`src/gcrf_consts.vh`:
```
// Constants for the tape block framer
`ifndef GCRF_CONSTS_VH
`define GCRF_CONSTS_VH

// ----------------------------------------------------------------
// Character layout: bits 0..7 are channels 0..7, bit 8 is parity
// ----------------------------------------------------------------
`define GCRF_CHAR_W        9
`define GCRF_CH_P          8

// ----------------------------------------------------------------
// Subgroup length, sync run length in subgroups, and subgroup patterns, first character in the top bit
// ----------------------------------------------------------------
`define GCRF_SG_CHARS      16'h0005
`define GCRF_SYNC_SGS      16'h000e
`define GCRF_PAT_LEAD_TERM 5'h15
`define GCRF_PAT_PRE_SEC   5'h0f
`define GCRF_PAT_ALL_ONES  5'h1f
`define GCRF_PAT_START_MRK 5'h07
`define GCRF_PAT_END_MRK   5'h1c
`define GCRF_PAT_POST_SEC  5'h1e
`define GCRF_PAT_TRAIL_TRM 5'h15

// ----------------------------------------------------------------
// Erasure masks, one bit per channel
// ----------------------------------------------------------------
`define GCRF_ERASE_ID      9'h092
`define GCRF_ERASE_TMARK   9'h01a

// ----------------------------------------------------------------
// Default run lengths in characters
// ----------------------------------------------------------------
`define GCRF_ARA_ID_CHARS  16'h0040
`define GCRF_ARA_CHARS     16'h0040
`define GCRF_TMARK_CHARS   16'h0040

`endif

```
`src/gcrf_lrc.v`:
```
// Per-channel longitudinal check accumulator
`timescale 1ns/10ps
`default_nettype none

module gcrf_lrc #(
    parameter W = 9
) (
    input  wire         core_clk_in,
    input  wire         resetn_in,
    input  wire         clear_in,
    input  wire         acc_in,
    input  wire [W-1:0] char_in,
    output wire [W-1:0] lrc_out
);
    reg [W-1:0] lrc_q;

    genvar i;
    generate
        for (i = 0; i < W; i = i + 1) begin : g_ch
            always @(posedge core_clk_in or negedge resetn_in) begin
                if (!resetn_in) begin
                    lrc_q[i] <= 1'b0;
                end else if (clear_in) begin
                    lrc_q[i] <= 1'b0;
                end else if (acc_in) begin
                    lrc_q[i] <= lrc_q[i] ^ char_in[i];
                end
            end
        end
    endgenerate

    assign lrc_out = lrc_q;
endmodule // gcrf_lrc

`default_nettype wire

```
`src/gcrf_framer.v`:
```
// Tape block framer: bursts, preamble, data, end marker, postamble, tape mark
`timescale 1ns/10ps
`default_nettype none
`include "gcrf_consts.vh"

module gcrf_framer #(
    parameter [15:0] ARA_ID_CHARS = `GCRF_ARA_ID_CHARS,
    parameter [15:0] ARA_CHARS    = `GCRF_ARA_CHARS,
    parameter [15:0] TMARK_CHARS  = `GCRF_TMARK_CHARS
) (
    input  wire       core_clk_in,
    input  wire       resetn_in,
    input  wire       bot_in,
    input  wire       cmd_block_in,
    input  wire       cmd_tape_mark_in,
    input  wire       data_valid_in,
    input  wire [8:0] data_in,
    input  wire       data_end_in,
    input  wire       data_last_in,
    output wire       data_ready_out,
    input  wire       char_ready_in,
    output reg        char_valid_out,
    output reg  [8:0] char_out,
    output reg  [8:0] erase_mask_out,
    output wire       busy_out
);
    // ----------------------------------------------------------------
    // States
    // ----------------------------------------------------------------
    localparam [3:0] S_IDLE      = 4'h0;
    localparam [3:0] S_ARA_ID    = 4'h1;
    localparam [3:0] S_ARA       = 4'h2;
    localparam [3:0] S_PRE_TERM  = 4'h3;
    localparam [3:0] S_PRE_SEC   = 4'h4;
    localparam [3:0] S_PRE_SYNC  = 4'h5;
    localparam [3:0] S_PRE_MARK  = 4'h6;
    localparam [3:0] S_DATA      = 4'h7;
    localparam [3:0] S_END_MARK  = 4'h8;
    localparam [3:0] S_TRAILER   = 4'h9;
    localparam [3:0] S_POST_MARK = 4'ha;
    localparam [3:0] S_POST_SYNC = 4'hb;
    localparam [3:0] S_POST_SEC  = 4'hc;
    localparam [3:0] S_POST_TERM = 4'hd;
    localparam [3:0] S_TMARK     = 4'he;

    // Counter limits for subgroup and synchronisation runs
    localparam [15:0] SG_LEN   = `GCRF_SG_CHARS;
    localparam [15:0] SYNC_LEN = `GCRF_SG_CHARS * `GCRF_SYNC_SGS;

    // ----------------------------------------------------------------
    // Tape-start sensor synchroniser
    // ----------------------------------------------------------------
    reg bot_meta_q;
    reg bot_q;
    always @(posedge core_clk_in or negedge resetn_in) begin
        if (!resetn_in) begin
            bot_meta_q <= 1'b0;
            bot_q      <= 1'b0;
        end else begin
            bot_meta_q <= bot_in;
            bot_q      <= bot_meta_q;
        end
    end

    // ----------------------------------------------------------------
    // Sequencer
    // ----------------------------------------------------------------
    reg  [3:0]  state_q;
    reg  [3:0]  state_d;
    reg  [15:0] cnt_q;
    reg  [15:0] cnt_d;
    reg  [15:0] limit;
    reg  [4:0]  pat;
    reg         pat_state;
    reg  [8:0]  char_d;
    reg  [8:0]  mask_d;
    reg         valid_d;
    reg         lrc_clear;
    reg         lrc_acc;
    wire [8:0]  lrc;
    wire        adv;
    wire        last;
    wire        pass;

    // Output register may load when empty or when the write channel takes it
    assign adv            = !char_valid_out || char_ready_in;
    assign last           = (cnt_q == limit - 16'h0001);
    assign pass           = (state_q == S_DATA) || (state_q == S_TRAILER);
    assign data_ready_out = adv && pass;
    assign busy_out       = (state_q != S_IDLE);

    always @* begin
        pat       = `GCRF_PAT_ALL_ONES;
        pat_state = 1'b1;
        limit     = SG_LEN;
        mask_d    = 9'h000;
        case (state_q)
            S_ARA_ID: begin
                limit  = ARA_ID_CHARS;
                mask_d = `GCRF_ERASE_ID;
            end
            S_ARA:       limit = ARA_CHARS;
            S_PRE_TERM:  pat = `GCRF_PAT_LEAD_TERM;
            S_PRE_SEC:   pat = `GCRF_PAT_PRE_SEC;
            S_PRE_SYNC:  limit = SYNC_LEN;
            S_PRE_MARK:  pat = `GCRF_PAT_START_MRK;
            S_END_MARK:  pat = `GCRF_PAT_ALL_ONES;
            S_POST_MARK: pat = `GCRF_PAT_END_MRK;
            S_POST_SYNC: limit = SYNC_LEN;
            S_POST_SEC:  pat = `GCRF_PAT_POST_SEC;
            S_POST_TERM: pat = `GCRF_PAT_TRAIL_TRM;
            S_TMARK: begin
                limit  = TMARK_CHARS;
                mask_d = `GCRF_ERASE_TMARK;
            end
            default:     pat_state = 1'b0;
        endcase
    end

    always @* begin
        state_d   = state_q;
        cnt_d     = cnt_q;
        valid_d   = 1'b0;
        char_d    = char_out;
        lrc_clear = 1'b0;
        lrc_acc   = 1'b0;
        if (state_q == S_IDLE) begin
            cnt_d = 16'h0000;
            // Last character of a sequence may still wait for the channel
            valid_d = char_valid_out && !char_ready_in;
            if (cmd_block_in) begin
                lrc_clear = 1'b1;
                state_d   = bot_q ? S_ARA_ID : S_PRE_TERM;
            end else if (cmd_tape_mark_in) begin
                state_d = S_TMARK;
            end
        end else if (adv && pass) begin
            if (data_valid_in) begin
                valid_d = 1'b1;
                char_d  = data_in;
                lrc_acc = 1'b1;
                if (state_q == S_DATA && data_end_in) begin
                    state_d = S_END_MARK;
                end else if (state_q == S_TRAILER && data_last_in) begin
                    state_d = S_POST_MARK;
                end
            end
        end else if (adv && pat_state) begin
            valid_d = 1'b1;
            // Bursts and sync runs are solid ones; subgroups follow the pattern
            if (limit == SG_LEN) begin
                char_d = {9{pat[3'd4 - cnt_q[2:0]]}};
            end else begin
                char_d = 9'h1ff;
            end
            char_d = char_d & ~mask_d;
            // Check character replaces the last termination character
            if (state_q == S_POST_TERM && last) begin
                char_d = lrc;
            end else if (state_q >= S_PRE_TERM && state_q <= S_POST_TERM) begin
                lrc_acc = 1'b1;
            end
            cnt_d = cnt_q + 16'h0001;
            if (last) begin
                cnt_d = 16'h0000;
                case (state_q)
                    S_ARA_ID:    state_d = S_ARA;
                    S_ARA:       state_d = S_PRE_TERM;
                    S_PRE_TERM:  state_d = S_PRE_SEC;
                    S_PRE_SEC:   state_d = S_PRE_SYNC;
                    S_PRE_SYNC:  state_d = S_PRE_MARK;
                    S_PRE_MARK:  state_d = S_DATA;
                    S_END_MARK:  state_d = S_TRAILER;
                    S_POST_MARK: state_d = S_POST_SYNC;
                    S_POST_SYNC: state_d = S_POST_SEC;
                    S_POST_SEC:  state_d = S_POST_TERM;
                    default:     state_d = S_IDLE;
                endcase
            end
        end else if (!adv) begin
            // Stalled: hold the character and freeze the sequence
            valid_d = char_valid_out;
        end
    end

    // ----------------------------------------------------------------
    // Registers
    // ----------------------------------------------------------------
    always @(posedge core_clk_in or negedge resetn_in) begin
        if (!resetn_in) begin
            state_q        <= S_IDLE;
            cnt_q          <= 16'h0000;
            char_valid_out <= 1'b0;
            char_out       <= 9'h000;
            erase_mask_out <= 9'h000;
        end else begin
            state_q        <= state_d;
            cnt_q          <= cnt_d;
            char_valid_out <= valid_d;
            if (adv && valid_d) begin
                char_out       <= char_d;
                erase_mask_out <= pass ? 9'h000 : mask_d;
            end
        end
    end

    // ----------------------------------------------------------------
    // Check accumulator
    // ----------------------------------------------------------------
    // Sees the characters loaded from the leading termination through the postamble, except the check character
    gcrf_lrc #(
        .W (`GCRF_CHAR_W)
    ) u_lrc (
        .core_clk_in (core_clk_in),
        .resetn_in   (resetn_in),
        .clear_in    (lrc_clear),
        .acc_in      (lrc_acc),
        .char_in     (char_d),
        .lrc_out     (lrc)
    );
endmodule // gcrf_framer

`default_nettype wire

```
`config.mk`:
```
export PLATFORM = sky130hd
export DESIGN_NAME = gcrf_framer
export DESIGN_NICKNAME = d
export VERILOG_FILES = /design/src/gcrf_lrc.v /design/src/gcrf_framer.v
export VERILOG_INCLUDE_DIRS = /design/src
export SDC_FILE = /design/constraint.sdc
export NUM_CORES = 1
export LEC_CHECK = 0
export BUFFER_PORTS_ARGS = -buffer_cell sky130_fd_sc_hd__clkbuf_2
export CAP_MARGIN = 10
export CELL_PAD_IN_SITES_DETAIL_PLACEMENT = 1
export CELL_PAD_IN_SITES_GLOBAL_PLACEMENT = 2
export CORE_MARGIN = 1.5
export CORE_UTILIZATION = 37
export DETAILED_ROUTE_END_ITERATION = 7
export PLACE_DENSITY = 0.93
export SYNTH_ARGS = -nofsm -noshare
export SYNTH_HDL_FRONTEND = slang
export SYNTH_SLANG_ARGS = --single-unit
```
`constraint.sdc`:
```
create_clock -name core_clk_in -period 7.95 [get_ports core_clk_in]
set_input_delay 0 -clock core_clk_in [delete_from_list [all_inputs] [get_ports core_clk_in]]
set_output_delay 0 -clock core_clk_in [all_outputs]
set_load 0.005 [all_outputs]
```
# --- Yosys cells after proc, flatten, opt, wreduce, memory -nomap -nowiden ---
# Memory sizes are Yosys's and may differ from the RTL's.
# Cells that the tools add are included.
totals:
  out_inout_bits: 21
  ff_bits: 50
  wordCells: 138
  n_memories: 1
  input_bits: 18
  rom_bits: 64
memory_table:
  columns: ["name", "depth", "word_bits", "read_ports", "rd_clocked_by_memory_dff", "write_ports", "line_no", "source"]
  rows:
  - ["(name not given)", 16, 4, 1, 0, 0, "gcrf_framer.v:166", "case (state_q)"]
classes:
  addsub: 3
  n_eq_ne: 20
  mux: 60
  bitwise: 11
  order_cmp: 3
  n_reduce_logical: 24
op_table:
  columns: ["op", "count"]
  rows:
  - ["$mux W9", 10]
  - ["$mux W16", 4]
  - ["$mux W4", 9]
  - ["$mux W1", 32]
  - ["$eq A4 B4 Y1 const B", 7]
  - ["$pmux W5 S5", 1]
  - ["$add A16 B1 Y16 const B", 1]
  - ["$eq A16 B16 Y1", 1]
  - ["$eq A16 B3 Y1 const B", 1]
  - ["$eq A4 B3 Y1 const B", 4]
  - ["$pmux W8 S2", 1]
  - ["$sub A16 B1 Y16 const B", 1]
  - ["$pmux W7 S2", 1]
  - ["$reduce_or A12 Y1", 1]
  - ["$and A9 B9 Y9", 1]
  - ["$not A9 Y9", 1]
  - ["$xor A1 B1 Y1", 9]
  - ["$eq A4 B2 Y1 const B", 2]
  - ["$logic_and A1 B1 Y1", 8]
  - ["$reduce_bool A3 Y1", 2]
  - ["$reduce_and A5 Y1", 1]
  - ["$eq A4 B1 Y1 const B", 1]
  - ["$ge A4 B2 Y1 const B", 1]
  - ["$le A4 B4 Y1 const B", 1]
  - ["other kinds (16)", 20]

# --- Logic depth before layout (Yosys ltp) ---
# Gate-level depths: netlist of the first run.
depth:
  ltp_word: 17
  mapped_depth: 13
  mapped_depth_nobuf: 11

# --- Cells and area by module ---
# A second synthesis of the first run with hierarchy kept.
hier_totals:
  hier_cells: 351
  hier_area_um2: 3186.8
modules_own_cells:
  columns: ["module", "n_inst", "seq_area_each_um2", "cells_per_inst", "area_per_inst_um2"]
  rows:
  - ["gcrf_framer", 1, 875.8, 312, 2725.1]
  - ["gcrf_lrc", 1, 225.2, 39, 461.7]

# --- Worst setup path before layout of the first run ---
# OpenSTA, ideal clock, no wires.
synth_path:
  kind: "reg2reg"
  start: "reg state_q[1]"
  end: "reg u_lrc.lrc_q[4] (netlist: u_lrc.lrc_out[4])"
  path_slack_ns: 5.166
  period_less_slack_ns: 2.784
  path_stages_with_launch: 13
  required_time_ns: 7.872
  setup_time_ns: 0.078
  path_buffers: 1
  arrival_time_ns: 2.706
  path_cell_list: "dfrtp_1 inv_1 ha_1 clkbuf_1 and3b_1 o21ai_1 inv_1 nand2_1 nor2_1 or3b_2 o41a_1 or3_1 a21oi_1"
synth_between:
  word_cells_on_any_way: 55
  cone_classes: "add/sub (1); order compare (2); eq/ne (16); mux (22); bitwise (3); reduce/logical (11)"
synth_lines:
  columns: ["element", "line_no", "source"]
  rows:
  - ["start: declaration", "gcrf_framer.v:68", "reg [3:0] state_q;"]
  - ["start signal: assignment", "gcrf_framer.v:197", "state_q <= state_d;"]
  - ["$eq A4 B3 Y1 / $eq A4 B4 Y1 (equally long branches)", "gcrf_framer.v:88", "assign pass = (state_q == S_DATA) || (state_q == S_TRAILER);"]
  - ["$logic_or A1 B1 Y1 (*)", "gcrf_framer.v:88", null]
  - ["$logic_and A1 B1 Y1 (*)", null, null]
  - ["net data_ready_out", "gcrf_framer.v:20", "output wire data_ready_out,"]
  - ["$mux W9", "gcrf_framer.v:137", "end else if (adv && pass) begin"]
  - ["$mux W9", "gcrf_framer.v:127", "if (state_q == S_IDLE) begin"]
  - ["$xor A1 B1 Y1", "gcrf_lrc.v:26", "lrc_q[i] <= lrc_q[i] ^ char_in[i];"]
  - ["$mux W1", "gcrf_lrc.v:25", "end else if (acc_in) begin"]
  - ["$mux W1", "gcrf_lrc.v:23", "end else if (clear_in) begin"]
  - ["end signal: indexed assignment", "gcrf_lrc.v:26", null]
  - ["end: declaration", "gcrf_lrc.v:15", "reg [W-1:0] lrc_q;"]
# The timed path passes the listed nets; every way through them passes the cells marked *. The select of a mux whose other input is x is not followed.
# A chain may end at the register's enable or synchronous reset.

# --- Final worst setup path of the first run ---
layout_path:
  start: "reg state_q[1]"
  end: "reg u_lrc.lrc_q[4] (netlist: u_lrc.lrc_out[4])"
layout_between:
  elab_chain_cells: 17
  word_cells_on_any_way: 55
  cone_classes: "add/sub (1); order compare (2); eq/ne (16); mux (22); bitwise (3); reduce/logical (11)"
layout_rtl:
  columns: ["element"]
  rows:
  - ["branches (longest 17 deep; another with $sub A16 B1 Y16)"]
# Several ways; the timed one is not identified. The select of a mux whose other input is x is not followed.

==> results.py, run 1 <==
metrics = {
    "outcome": {
        "outcome": "complete, no violations",
    },
    "yosys": {
        "synth_ff_type": "dfrtp_1",
        "yosys-top-cells-area": "dfrtp_1 38%, o21ai_0 4.8%, nand2_1 4.7%, a21oi_1 4.5%, ha_1 3.5%",
        "postSynthCellCount": 340,
        "synth_area_um2": 2890,
        "synth_most_common_cell": "dfrtp_1",
        "synth_seq_cells": 44,
        "synth_top_area_cell": "dfrtp_1",
        "yosysUniqueCellTypes": 59,
        "synth_edf_count": 0,
        "synth_area_per_cell_um2": 8.501,
        "yosys-top-cells-count": "44 x dfrtp_1, 36 x nand2_1, 28 x o21ai_0",
        "yosysWarningCount": 0,
        "yosys.area.top_type_share_pct": 38.10,
        "postSynth.asyncResetShare_pct": 100.0,
        "yosysSeqAreaShare_pct": 38.10,
    },
    "critical_path": {
        "required_ps": 8180,
        "crit_arrival_ps": 3490,
        "cp-end-kind": "flip-flop",
        "startpoint_type": "flip-flop",
        "cp_max_fo": 11,
        "crit_type": "flip-flop to flip-flop",
        "r2r_cells": 10,
    },
    "global_routing": {
        "antenna_found_initial": 0,
        "grt_pass1_vias": 2752,
        "overflow": 0,
        "grt_pass1_wl_mm": 13.71,
        "grt_start_max_net_pins": 45,
        "grt.total_usage_pct": 20.26,
    },
    "timing": {
        "relSlewSlack_pct": 47.14,
        "skew_ps": 7.427,
        "worstMarginPinSlew_ps": 792.9,
        "tns_ps": 0,
        "slew_viol_final": 0,
        "rsz0062_at_grt": "no",
        "hold_viol": 0,
        "post-route-min-period_ps": 3266,
        "period_share_pct": 41.08,
        "finalSetupViolations": 0,
        "fmax_mhz": 306.2,
    },
    "finish": {
        "fillers": 935,
        "instances_no_fill": 471,
        "num_antenna_cells": 0,
        "drive_gt1_share_pct": 14.09,
        "final_nets": 394,
        "area_growth_pct": 12.90,
    },
    "clock_tree": {
        "cts_buffer_depth": 2,
        "cts_max_level": 2,
        "clkSlewWorstSetupHoldPaths_ps": 90,
        "post_cts_buffers": 0,
        "clk_latency_ps": 300,
        "clock-sinks": 44,
        "post_cts_resized": 0,
        "holdBufCountCts": 9,
        "tritoncts": "yes",
        "clock-root-buffer": "clkbuf_8",
        "cts-buffers-inserted": 5,
    },
    "power_and_ir_drop": {
        "powerDensity_nw_per_um2": 426.2,
        "leakage_nw": 1.453,
        "irDropWorstVdd_uv": 144.8,
    },
    "place": {
        "gp_congestion": 0.8730,
        "dpl.cell_count": 454,
        "dpl.hpwl_mm": 5.719,
        "numPortBuffers": 33,
    },
    "floorplanning": {
        "boundaryPins": 39,
        "die_height_um": 91.38,
        "initial_core_util_pct": 37.79,
        "die_w_um": 91.38,
        "die-area_um2": 8350,
        "rows": 32,
        "core-area_um2": 7647,
    },
    "detailed_routing": {
        "vias": 2610,
        "totalWireLength_mm": 7.973,
        "vias_per_cell": 5.541,
        "detail-route-antenna-nets": 0,
        "drcViolationCount": 0,
        "wire_per_inst_um": 16.93,
        "drt-initial-drc-count": 104,
        "dr.pass1.iters": 4,
    },
    "hold_path": {
        "holdPathStages": 3,
        "hold_class": "input port to flip-flop",
    },
    "run": {
        "max_cap_violations": 0,
    },
}
## metrics by stage
step	util, %	hold slack, ps	power, W	instance area, µm²	setup WS (ps)
6_report	42.67	6.919	0.001391	3263	4684
5_1_grt	42.67	48.77	0.001525	3263	4455
4_1_cts	42.67	5.449	0.001396	3263	4675
3_5_place_dp	39.99	115.7	0.001205	3058	4709
3_3_place_gp	39.99	119.8	0.001176	3058	4784
2_1_floorplan	-	-295.6	0.001001	2905	5166
## layer usage
layer	part of all wire [%]	global-route usage, %
met1	48	27.52
met2	48	34.20
met4	0.64	3.906
met5	0	0
met3	2.8	3.015
## report_power, final
| part | leakage [nW] | internal [W] | total (W) | switching [W] |
|---|---|---|---|---|
| Clock | 0.0548 | 0.0000948 | 0.000180 | 0.0000853 |
| Combinational | 0.849 | 0.000318 | 0.000811 | 0.000493 |
| Sequential | 0.548 | 0.000307 | 0.000400 | 0.0000928 |
| Total | 1.45 | 0.000720 | 0.00139 | 0.000671 |
## cells by family (layout without fill, tap and decap cells)
logic type               Yosys count  in the layout  share of synthesized area (%)
AND/OR/NAND/NOR                  127            127                          22.81
AO/OA/AOI/OAI                    103            103                          23.07
flip-flops                        44             44                          38.10
buffers and inverters             40             65                          7.013
XOR/XNOR                          11             11                          3.333
adder cells (fa/ha/maj)            8              8                          3.463
multiplexers                       6              6                          2.078
other                              1              5                         0.1297
## final cells by class
cell class	count	area, µm²	share of cell area [%]
clock buffer	5	68.82	2.109
clock inverter	3	46.29	1.419
inverter	14	55.05	1.687
multi-input combinational	260	1602	49.08
sequential	44	1101	33.74
tap	102	127.6	3.911
timing repair buffer	43	262.8	8.052
## critical path, stage by stage (launching register included)
cell,delay [ps]
dfrtp_1,440
inv_1,140
ha_1,420
nor3b_1,360
a21oi_1,130
o221a_2,310
and4_1,320
o31ai_4,510
inv_2,60
or3_1,350
a21oi_1,150
## state kept, by name, indices dropped and copies added (netlist names)
register / cells
erase_mask_out: 3
char_valid_out: 1
cnt_q: 16
state_q: 4
char_out: 9
bot_meta_q: 1
u_lrc.lrc_out: 9
bot_q: 1
## cell usage in the layout (no fill, tap or decap), types with 2 or more instances in the layout
master | netlist | final
a21o_1 | 3 | 3
a21oi_1 | 26 | 26
a22oi_1 | 10 | 10
a31oi_1 | 5 | 5
and2_1 | 3 | 3
and3_1 | 9 | 9
and3b_1 | 3 | 3
clkbuf_2 | 0 | 33
clkbuf_8 | 0 | 5
conb_1 | 1 | 5
dfrtp_1 | 44 | 44
dlygate4sd3_1 | 0 | 9
ha_1 | 8 | 8
inv_1 | 12 | 12
mux2i_1 | 6 | 6
nand2_1 | 36 | 36
nand2b_1 | 2 | 2
nand3_1 | 13 | 13
nand3b_1 | 5 | 5
nand4_1 | 2 | 2
nor2_1 | 23 | 23
nor2b_1 | 9 | 9
nor3_1 | 4 | 4
nor4_1 | 2 | 2
o21ai_0 | 28 | 28
o221a_2 | 2 | 2
o22ai_1 | 5 | 5
o31ai_1 | 8 | 8
o32ai_1 | 2 | 2
or3_1 | 4 | 4
or3b_2 | 3 | 3
or4_1 | 2 | 2
xnor2_1 | 5 | 5
xor2_1 | 6 | 6
## final timing paths
| check | from | end | slack, ps |
|---|---|---|---|
| min in group asynchronous | resetn_in | u_lrc.lrc_out[1]$_DFFE_PN0P_ | 330 |
| max | state_q[1]$_DFFE_PN0P_ | u_lrc.lrc_out[4]$_DFFE_PN0P_ | 4680 |
| min | data_in[7] | char_out[7]$_DFFE_PN0P_ | 7 |
| max reg2reg | state_q[1]$_DFFE_PN0P_ | u_lrc.lrc_out[4]$_DFFE_PN0P_ | 4680 |
| min reg2reg | bot_meta_q$_DFF_PN0_ | bot_q$_DFF_PN0_ | 360 |
| max in group asynchronous | resetn_in | state_q[3]$_DFFE_PN0P_ | 7200 |
No activity file was read; power rests on OpenSTA's default activity.
==> run 2: changes to the inputs <==
CORE_UTILIZATION = 31   (was 37)
PLACE_DENSITY = 0.84   (was 0.93)
clock period = 2.98 ns   (was 7.95 ns; I/O delays follow)
==> run 2 against run 1 <==
Against the previous run: utilization shrank 5.0 points; final cell count up 6.4%; sequential share of layout area fell by 1.8 points; non-clock buffer count increased by 21; cell area is 5.6% higher; count of clock-buffer cells in the layout unchanged; combinational power grew to 3.0 times the previous value; setup slack got worse by 4500 ps; routed wire length grew 4.4%; sequential cell count unchanged; fmax is 16% higher; via count increased by 3.2%; largest cell class unchanged; highest routed layer unchanged.
==> results.py, run 2 (synthesis results as in run 1) <==
metrics = {
    "outcome": {
        "outcome": "complete, no violations",
    },
    "clock_tree": {
        "cts_max_level": 2,
        "cts-buffers-inserted": 5,
        "cts_buffer_depth": 2,
        "clock-sinks": 44,
        "clock-root-buffer": "clkbuf_8",
        "clk_latency_ps": 300,
        "tritoncts": "yes",
        "clkSlewWorstSetupHoldPaths_ps": 90,
    },
    "detailed_routing": {
        "drt-initial-drc-count": 95,
        "drcViolationCount": 0,
        "vias_per_cell": 5.375,
        "vias": 2693,
        "detail-route-antenna-nets": 0,
        "dr.pass1.iters": 4,
        "wire_per_inst_um": 16.61,
        "totalWireLength_mm": 8.322,
    },
    "power_and_ir_drop": {
        "powerDensity_nw_per_um2": 1145,
        "irDropWorstVdd_uv": 298.9,
        "leakage_nw": 1.548,
    },
    "floorplanning": {
        "core-area_um2": 9153,
        "die_w_um": 99.56,
        "rows": 35,
        "die-area_um2": 9912,
        "die_height_um": 99.56,
        "boundaryPins": 39,
        "initial_core_util_pct": 31.58,
    },
    "global_routing": {
        "grt_pass1_vias": 2784,
        "grt_pass1_wl_mm": 13.86,
        "overflow": 0,
        "grt_start_max_net_pins": 27,
        "antenna_found_initial": 0,
        "grt.total_usage_pct": 17.42,
    },
    "timing": {
        "rsz0062_at_grt": "no",
        "fmax_mhz": 355.4,
        "period_share_pct": 94.43,
        "worstMarginPinSlew_ps": 534.6,
        "relSlewSlack_pct": 64.36,
        "skew_ps": 8.243,
        "tns_ps": 0,
        "worst_hold_slack_ps": 28.20,
        "post-route-min-period_ps": 2814,
        "slew_viol_final": 0,
        "finalSetupViolations": 0,
        "hold_viol": 0,
        "setup_ws_ps": 166.0,
    },
    "finish": {
        "num_antenna_cells": 0,
        "top_register": "cnt_q",
        "mostFrequentLayoutCells": "43 x dfrtp_1, 36 x nand2_1, 33 x clkbuf_2, 28 x o21ai_0, 26 x a21oi_1",
        "final_nets": 415,
        "drive_gt1_share_pct": 20.00,
        "largest_reg_flops": 16,
        "area_growth_pct": 19.26,
        "fin_area_um2": 3447,
        "fin_util_pct": 37.66,
        "mostFrequentLayoutCell": "dfrtp_1",
    },
    "hold_path": {
        "min_to": "char_valid_out$_DFF_PN0_",
        "hold_class": "input port to flip-flop",
        "worstHoldStart": "char_ready_in",
        "holdPathStages": 3,
    },
    "critical_path": {
        "required_ps": 3190,
        "r2r-start": "state_q[1]$_DFFE_PN0P_",
        "cp_max_fo": 7,
        "r2r_cells": 10,
        "crit_type": "flip-flop to flip-flop",
        "worst-r2r-setup-slack_ps": 170,
        "worstReg2RegEnd": "cnt_q[3]$_DFFE_PN0P_",
        "crit_arrival_ps": 3020,
        "cp-end-kind": "flip-flop",
        "startpoint_type": "flip-flop",
    },
    "place": {
        "dpl.hpwl_mm": 6.321,
        "preCtsSetupSlack_ps": 13.15,
        "gp_congestion": 0.8039,
        "numPortBuffers": 33,
        "place_area_um2": 3212,
    },
    "run": {
        "max_cap_violations": 0,
    },
}
==> run 2: how the worst max path moves through the flow <==
stage | start | to | slack [ps] | cells after the start
floorplan | state_q[1]$_DFFE_PN0P_ | u_lrc.lrc_out[4]$_DFFE_PN0P_ | 200 | 12
global placement | state_q[1]$_DFFE_PN0P_ | cnt_q[9]$_DFFE_PN0P_ | 170 | 9
detailed placement | state_q[1]$_DFFE_PN0P_ | cnt_q[3]$_DFFE_PN0P_ | 10 | 9
CTS | state_q[1]$_DFFE_PN0P_ | cnt_q[3]$_DFFE_PN0P_ | 70 | 10
global route | state_q[1]$_DFFE_PN0P_ | u_lrc.lrc_out[4]$_DFFE_PN0P_ | 20 | 10
finish | state_q[1]$_DFFE_PN0P_ | cnt_q[3]$_DFFE_PN0P_ | 170 | 10
==> run 2: power by group <==
| group | leakage, nW | internal (W) | switching, W | total [W] |
|---|---|---|---|---|
| registers | 0.547 | 0.000821 | 0.000208 | 0.00103 |
| logic | 0.946 | 0.00104 | 0.00139 | 0.00244 |
| clock network | 0.0548 | 0.000253 | 0.000229 | 0.000481 |
==> run 2: worst max-delay path, stage by stage (launching register included) <==
cell and delay [ps]:
dfrtp_1 460, inv_2 120, ha_2 230, buf_4 170, nand3b_1 100, and3b_1 210
o221a_2 240, and3_1 240, or2_1 270, or3b_2 480, a21oi_1 220
==> run 2: through the flow <==
stage                     std cells  power, W
final                           501  0.003947
after global routing            501  0.004302
after CTS                       500  0.003967
after detailed placement        482  0.003455
after global placement          482  0.003351
after floorplan                 344  0.002671
==> run 2: routing by layer <==
metal	GRT usage, %	vias to the layer above	wire [µm]
met3	2.530	4	149
met2	30.56	39	4163
met4	3.575	0	72
met1	22.84	1340	3936
li1	-	1310	-
met5	0	-	0
==> run 2: timing repair <==
item | 4_1_cts | 5_1_grt
hold buffers | 10 | 0
endpoints found under the setup margin | 1 | 9
endpoints found under the hold margin | 27 | 0
buffers inserted | 0 | 1
pin swaps | 0 | 1
resized for setup | 1 | 5
gates cloned | 0 | 0
==> run 2: cell type report <==
type / count / area (µm²)
Fill cell: 1097 / 5705
Multi-Input combinational cell: 260 / 1613
Sequential cell: 44 / 1102
Timing Repair Buffer: 64 / 422.9
Tap cell: 111 / 138.9
Clock buffer: 5 / 68.82
Inverter: 14 / 55.05
Clock inverter: 3 / 46.29
